--- src/logic/fss_regs.svh ---
`ifndef FSS_REGS_SVH
`define FSS_REGS_SVH
// Duty cycle is carried in whole percent, 0 to 100.
`define FSS_DUTY_START      7'h19
`define FSS_DUTY_STEP       7'h05
`define FSS_DUTY_END        7'h32
`define FSS_DUTY_FULL       7'h64
`define FSS_STEP_TIME_MS    100
`define FSS_MAX_START_MS    3000
`define FSS_CLK_KHZ         40000
`define FSS_STEP_CYCLES     (`FSS_STEP_TIME_MS * `FSS_CLK_KHZ)
`define FSS_MAX_CYCLES      (`FSS_MAX_START_MS * `FSS_CLK_KHZ)
`define FSS_MIN_SPEED_SETTING_FULL      5'h1F
`define FSS_ZERO_BAND0      7'h00
`define FSS_ZERO_BAND1      7'h0A
`define FSS_ZERO_BAND2      7'h14
`define FSS_ZERO_BAND3      7'h1E
`endif

--- src/logic/fss_pkg.sv ---
`default_nettype none
package fss_pkg;
    typedef enum logic [1:0] {
        FSS_IDLE  = 2'b00,
        FSS_START = 2'b01,
        FSS_CHECK = 2'b10,
        FSS_RUN   = 2'b11
    } fss_state_e;
    typedef logic [6:0] fss_duty_t;
endpackage
`default_nettype wire

--- src/logic/fss_curve.sv ---
`include "fss_regs.svh"
`default_nettype none
module fss_curve
    import fss_pkg::*;
(
    input  wire logic [3:0] slope_thresholds,
    input  wire logic       pwm_in_low,
    input  wire fss_duty_t  pwm_duty,
    input  wire logic [4:0] min_speed_setting,
    output fss_duty_t       duty_out
);
    fss_duty_t zero_duty;
    fss_duty_t min_duty;
    logic [13:0] min_prod;
    logic [13:0] span;
    fss_duty_t scaled;

    // Highest tripped comparator wins; thermometer code from the reference current bands.
    always_comb begin
        if (slope_thresholds[3]) begin
            zero_duty = `FSS_ZERO_BAND3;
        end else if (slope_thresholds[2]) begin
            zero_duty = `FSS_ZERO_BAND2;
        end else if (slope_thresholds[1]) begin
            zero_duty = `FSS_ZERO_BAND1;
        end else begin
            zero_duty = `FSS_ZERO_BAND0;
        end
    end

    // 32 levels of about 3 percent each.
    // The product needs 12 bits; a 7-bit product would wrap above code 1.
    assign min_prod = {9'h000, min_speed_setting} * 14'h0064;
    assign min_duty = 7'(min_prod / 14'h001F);

    always_comb begin
        span   = 14'h0000;
        scaled = 7'h00;
        if (min_speed_setting == `FSS_MIN_SPEED_SETTING_FULL) begin
            duty_out = `FSS_DUTY_FULL;
        end else if (pwm_in_low) begin
            duty_out = min_duty;
        end else begin
            if (pwm_duty > zero_duty) begin
                span   = {7'h00, 7'(pwm_duty - zero_duty)} * 14'h0064;
                scaled = 7'(span / {7'h00, 7'(7'h64 - zero_duty)});
            end
            duty_out = (scaled > min_duty) ? scaled : min_duty;
        end
    end
endmodule // fss_curve
`default_nettype wire

--- src/logic/fss_core.sv ---
// Operation
// - Soft start begins at 25% duty, adds 5% every 100 ms, stops at 50%.
// - Soft start lasts at most 3 s before the speed check.
// - During soft start the pulse-width command and minimum-speed setting are ignored.
// - Gain adaptation runs throughout soft start and must settle before normal run.
// - At soft start end, speed met and gain settled leads to sine operation.
// - Speed not met at soft start end restarts the start-up until met.
// - Four slope comparators select zero-speed input duty 0, 10, 20 or 30%.
// - Pulse-width input held low makes minimum-speed voltage the sole speed command.
// - Minimum-speed setting is quantized into 32 levels, about 3% each.
// - Full-scale minimum-speed setting drives full speed regardless of pulse width.
`include "fss_regs.svh"
`default_nettype none
module fss_core
    import fss_pkg::*;
#(
    parameter int STEP_CYCLES = `FSS_STEP_CYCLES,
    parameter int MAX_CYCLES  = `FSS_MAX_CYCLES
)(
    input  wire logic       clk,
    input  wire logic       sys_rst,
    input  wire logic       enable,
    input  wire logic       speed_ok,
    input  wire logic       gain_settled,
    input  wire logic [3:0] slope_thresholds,
    input  wire logic       pwm_in_low,
    input  wire fss_duty_t  pwm_duty,
    input  wire logic [4:0] min_speed_setting,
    output fss_duty_t       duty_out,
    output logic            soft_start_active,
    output logic            gain_adapt_en,
    output logic            sine_vector_modulation,
    output logic            restart_pulse
);
    // ------------------------------------------------------------
    // Speed curve for normal running
    // ------------------------------------------------------------
    fss_duty_t   run_duty;

    fss_curve u_curve (
        .slope_thresholds  (slope_thresholds),
        .pwm_in_low        (pwm_in_low),
        .pwm_duty          (pwm_duty),
        .min_speed_setting (min_speed_setting),
        .duty_out          (run_duty)
    );

    // ------------------------------------------------------------
    // Start sequencer
    // ------------------------------------------------------------
    fss_state_e  state_reg,    state_next;
    logic        restart_reg,  restart_next;
    // Counters are 32 bits so the full start budget at the real clock rate fits.
    logic [31:0] step_cnt_reg, step_cnt_next;
    logic [31:0] time_cnt_reg, time_cnt_next;
    fss_duty_t   ramp_reg,     ramp_next;
    fss_duty_t   duty_reg,     duty_next;
    logic        start_load;
    logic        step_done;
    logic        start_done;

    // Every start attempt, first or repeated, reloads the ramp and both timers.
    assign start_load = (state_next == FSS_START) && (state_reg != FSS_START);
    assign step_done  = (step_cnt_reg == 32'(STEP_CYCLES - 1));
    assign start_done = (time_cnt_reg == 32'(MAX_CYCLES - 1));

    always_comb begin
        state_next   = state_reg;
        restart_next = 1'b0;
        case (state_reg)
            FSS_IDLE: begin
                if (enable) begin
                    state_next = FSS_START;
                end
            end
            FSS_START: begin
                if (start_done) begin
                    state_next = FSS_CHECK;
                end
            end
            FSS_CHECK: begin
                if (!speed_ok) begin
                    // Restart from scratch so the inrush limit applies again.
                    state_next   = FSS_START;
                    restart_next = 1'b1;
                end else if (gain_settled) begin
                    state_next = FSS_RUN;
                end
            end
            FSS_RUN: begin
                // Running holds until the run request drops; stall protection lives elsewhere.
                state_next = FSS_RUN;
            end
            default: begin
                state_next = FSS_IDLE;
            end
        endcase
        // Dropping the run request wins over every other transition.
        if (!enable) begin
            state_next   = FSS_IDLE;
            restart_next = 1'b0;
        end
    end

    always_ff @(posedge clk) begin
        if (sys_rst) begin
            state_reg   <= FSS_IDLE;
            restart_reg <= 1'b0;
        end else begin
            state_reg   <= state_next;
            restart_reg <= restart_next;
        end
    end

    // ------------------------------------------------------------
    // Step and start-phase timers
    // ------------------------------------------------------------
    // The timers advance only in the start state, so waiting for gain costs no start budget.
    always_comb begin
        step_cnt_next = step_cnt_reg;
        time_cnt_next = time_cnt_reg;
        if (start_load) begin
            step_cnt_next = 32'h00000000;
            time_cnt_next = 32'h00000000;
        end else if (state_reg == FSS_START) begin
            time_cnt_next = time_cnt_reg + 32'h00000001;
            if (step_done) begin
                step_cnt_next = 32'h00000000;
            end else begin
                step_cnt_next = step_cnt_reg + 32'h00000001;
            end
        end
    end

    always_ff @(posedge clk) begin
        if (sys_rst) begin
            step_cnt_reg <= 32'h00000000;
            time_cnt_reg <= 32'h00000000;
        end else begin
            step_cnt_reg <= step_cnt_next;
            time_cnt_reg <= time_cnt_next;
        end
    end

    // ------------------------------------------------------------
    // Duty ramp and output duty
    // ------------------------------------------------------------
    always_comb begin
        ramp_next = ramp_reg;
        if (start_load) begin
            ramp_next = `FSS_DUTY_START;
        end else if ((state_reg == FSS_START) && step_done && (ramp_reg < `FSS_DUTY_END)) begin
            ramp_next = ramp_reg + `FSS_DUTY_STEP;
        end
    end

    // Check state holds the final ramp duty while waiting for gain to settle.
    always_comb begin
        case (state_next)
            FSS_RUN: begin
                duty_next = run_duty;
            end
            FSS_IDLE: begin
                duty_next = 7'h00;
            end
            default: begin
                duty_next = ramp_next;
            end
        endcase
    end

    always_ff @(posedge clk) begin
        if (sys_rst) begin
            ramp_reg <= 7'h00;
            duty_reg <= 7'h00;
        end else begin
            ramp_reg <= ramp_next;
            duty_reg <= duty_next;
        end
    end

    // ------------------------------------------------------------
    // Registered status outputs
    // ------------------------------------------------------------
    logic ss_reg;
    logic ss_next;
    logic gain_reg;
    logic gain_next;
    logic sine_reg;
    logic sine_next;

    // Flags decode the next state so they change on the same edge as the duty.
    always_comb begin
        ss_next   = (state_next == FSS_START);
        gain_next = (state_next == FSS_START) || (state_next == FSS_CHECK);
        sine_next = (state_next == FSS_RUN);
    end

    always_ff @(posedge clk) begin
        if (sys_rst) begin
            ss_reg   <= 1'b0;
            gain_reg <= 1'b0;
            sine_reg <= 1'b0;
        end else begin
            ss_reg   <= ss_next;
            gain_reg <= gain_next;
            sine_reg <= sine_next;
        end
    end

    // ------------------------------------------------------------
    // Output ports
    // ------------------------------------------------------------
    assign duty_out               = duty_reg;
    assign soft_start_active      = ss_reg;
    assign gain_adapt_en          = gain_reg;
    assign sine_vector_modulation = sine_reg;
    assign restart_pulse          = restart_reg;
endmodule // fss_core
`default_nettype wire

--- config.mk ---
export PLATFORM = sky130hd
export DESIGN_NAME = fss_core
export DESIGN_NICKNAME = d
export VERILOG_FILES = /design/src/logic/fss_pkg.sv /design/src/logic/fss_curve.sv /design/src/logic/fss_core.sv
export VERILOG_INCLUDE_DIRS = /design/src /design/src/logic
export SDC_FILE = /design/constraint.sdc
export NUM_CORES = 1
export LEC_CHECK = 0
export BUFFER_PORTS_ARGS = -buffer_cell sky130_fd_sc_hd__buf_2
export CAP_MARGIN = 40
export CORE_MARGIN = 5
export CORE_UTILIZATION = 25
export DETAILED_ROUTE_END_ITERATION = 6
export HOLD_SLACK_MARGIN = 0.02
export PLACE_DENSITY = 0.43
export SLEW_MARGIN = 40
export SYNTH_ARGS = -nofsm -noshare
export SYNTH_HDL_FRONTEND = slang
export SYNTH_SLANG_ARGS = --single-unit
--- constraint.sdc ---
create_clock -name clk -period 25.1 [get_ports clk]
set_clock_uncertainty 0.05 [all_clocks]
set_input_delay 0 -clock clk [delete_from_list [all_inputs] [get_ports clk]]
set_output_delay 0 -clock clk [all_outputs]
set_load 0.1 [all_outputs]
==> run metrics <==
number of global-route vias before repair=8327; clock-pin slew on the worst setup and hold paths=70 ps; total number of vias=8880; Initial Util=25.1%; Total Routed Length=25.2 mm; DRT iter0 DRCs=382; ANT cells=0; max incr delay on CP=630 ps; wire per inst=14.1 µm; synthesized area per cell=7.69 µm²; post-synthesis register bit count=84; Synth Instances=1254; commonest register cell after synthesis=dfxtp_1; # IOs=33; r2r setup slk=22100 ps; layout cell share with drive strength beyond 1=9.66%; first-pass GRT wire length=41.9 mm; drt drc=0; die area=42600 µm²; Post-DP HPWL=20.0 mm; Hold EP=state_reg[0]; total negative setup slack=0 ps; port bufs=31; All-Layer GR Usage=11.7%; Synth cell types=106; Hold Buf Count CTS=4; CTS resizes=0; Initial DRT Pass Iterations=4; vias per cell=4.96; Slowest-stage cell, CP=a211oi_1; critical path class=in2reg; Clk Latency, worst-skew pair=340 ps; mapped cell area=9640 µm²; Final Critical Period=22200 ps; Num CTS Buffers=9; FF-to-FF Start=time_cnt_reg[25]; CTS tree=yes; Hold Fails Final Rpt=0; RSZ-0062 raised after global routing=false; Hold Path Class=in2reg; Detail Route Antenna Nets=0; Max clock buf depth=2; Worst EP arrival=22410 ps; outcome=complete, no violations; Die W=206 µm; die height=206 µm; Sink Count=84; Final setup viols=0; Pins Over Slew Limit=0; core area=38400 µm²; global route overflow=0; R2R cell count=11; crit-path max FO=14; Routability Congestion=0.813; worst path required time=25310 ps; # Post-CTS Setup Buffers=0; Max Clk Rate=0.0450 GHz; Syn-to-layout area delta=10.8%; crit-path most repeated cell=ha_1; worst hold path cell count=3; antenna violations before repair=0; Syn Nets=1389; startpoint class of the critical path=primary input; CTS H-tree depth=3; Final Net Count=1403; Crit. End Element=flop; final cycle utilization of the critical path=88.5%; hold path start=enable; Slew HR=48.1%; sequential area share after synthesis=17.4%; Root Driver=clkbuf_16; worst slew pin tran=774 ps; yosys warns=0; fraction of registers with async set/reset=0%; max_cap viols=0; row count=72; r2r endpoint=step_cnt_reg[30]; fillers=4260; number of flops mapped to enable cells by yosys=0; largest net degree at the start of global routing=40
==> Yosys cell counts, types with 5 or more instances <==
master | instances | area share [%]
a211o_1 | 5 | 0.45
a211oi_1 | 9 | 0.70
a21o_1 | 12 | 0.93
a21oi_1 | 67 | 3.5
a22o_1 | 6 | 0.55
a31oi_1 | 14 | 0.91
and2_1 | 7 | 0.45
and3_1 | 16 | 1.0
and4_1 | 5 | 0.45
buf_2 | 6 | 0.31
clkbuf_1 | 27 | 1.1
dfxtp_1 | 84 | 17
ha_1 | 110 | 14
inv_1 | 54 | 2.1
mux2_2 | 13 | 1.5
mux2i_1 | 20 | 2.1
nand2_1 | 102 | 4.0
nand2b_1 | 13 | 0.84
nand3_1 | 43 | 2.2
nand4_1 | 27 | 1.8
nor2_1 | 160 | 6.2
nor2b_1 | 16 | 1.0
nor3_1 | 43 | 2.2
nor4_1 | 16 | 1.0
nor4b_1 | 5 | 0.45
o211ai_1 | 17 | 1.3
o21a_1 | 28 | 2.2
o21ai_0 | 48 | 2.5
o22ai_1 | 6 | 0.39
o31ai_1 | 10 | 0.78
o32ai_1 | 6 | 0.55
or2_2 | 11 | 0.71
or3_1 | 24 | 1.6
xnor2_1 | 42 | 3.8
xor2_1 | 55 | 5.0
==> placed cells by master, fill, tap and decap left out, types with 9 or more instances in the layout <==
cell type,instances
a211oi_1,9
a21o_1,12
a21oi_1,67
a31oi_1,14
and3_1,16
buf_2,31
clkbuf_16,9
dfxtp_1,84
ha_1,110
inv_1,54
mux2_2,13
mux2i_1,20
nand2_1,102
nand2b_1,13
nand3_1,43
nand4_1,27
nor2_1,160
nor2b_1,16
nor3_1,43
nor4_1,14
o211ai_1,17
o21a_1,28
o21ai_0,47
o31ai_1,10
or2_2,11
or3_1,24
xnor2_1,40
xor2_1,55
==> cell families after synthesis <==
logic type                 synth area share [%]
adders and majority gates                  15.1
muxes                                      3.97
xor gates and xnor gates                   9.23
AOI/OAI and AO/OA                          23.6
DFF                                        17.4
buffers and inverters                      3.66
and+or+nand+nor                            27.0
==> how the worst max path moves through the flow <==
stage,from,to,slack [ps],cells after the start
6_report,slope_thresholds[2],duty_out[2],2900,103
5_1_grt,slope_thresholds[2],duty_out[2],570,104
4_1_cts,slope_thresholds[2],duty_out[2],2710,103
3_5_place_dp,slope_thresholds[2],duty_out[2],2480,103
3_3_place_gp,slope_thresholds[2],duty_out[2],2570,104
2_1_floorplan,slope_thresholds[2],duty_out[5],6270,106
==> cell type report <==
class                      count  area (µm²)  area share [%]
multi-input combinational   1079        7640            71.5
inverter                      55         206            1.93
clock inverter                 7        58.8           0.550
timing repair buffer          39         225            2.11
sequential                    84        1680            15.7
tap                          518         648            6.07
clock buffer                   9         225            2.11
==> critical path, delay by kind of cell <==
kind / cells / cell delay, ps
AO/OA/AOI/OAI: 48 / 10460
AND/OR/NAND/NOR: 27 / 4660
adder cells (fa/ha/maj): 14 / 4530
multiplexers: 4 / 1200
buffers and inverters: 8 / 1070
XOR/XNOR: 2 / 440
==> layer usage <==
layer,track usage [%],routed length [µm],vias to the layer above
met5,0,0,-
met4,2.54,337,0
met3,1.05,496,21
met2,20.3,11900,102
met1,15.9,12500,4098
li1,-,-,4659
==> through the flow <==
step / worst slack (ps) / util, % / hold slack (ps) / instances / cell area (µm²)
global placement: 2570 / 26.9 / 226 / 1771 / 10300
floorplan: 6270 / - / 102 / 1254 / 9640
finish: 2900 / 27.8 / 71.5 / 1791 / 10700
detailed placement: 2480 / 27.0 / 233 / 1771 / 10400
global route: 568 / 27.8 / 70.1 / 1791 / 10700
CTS: 2710 / 27.8 / 52.8 / 1791 / 10700
Power is not shown: default switching activity piles up to over one toggle a cycle in this logic, so the estimate is an artifact.
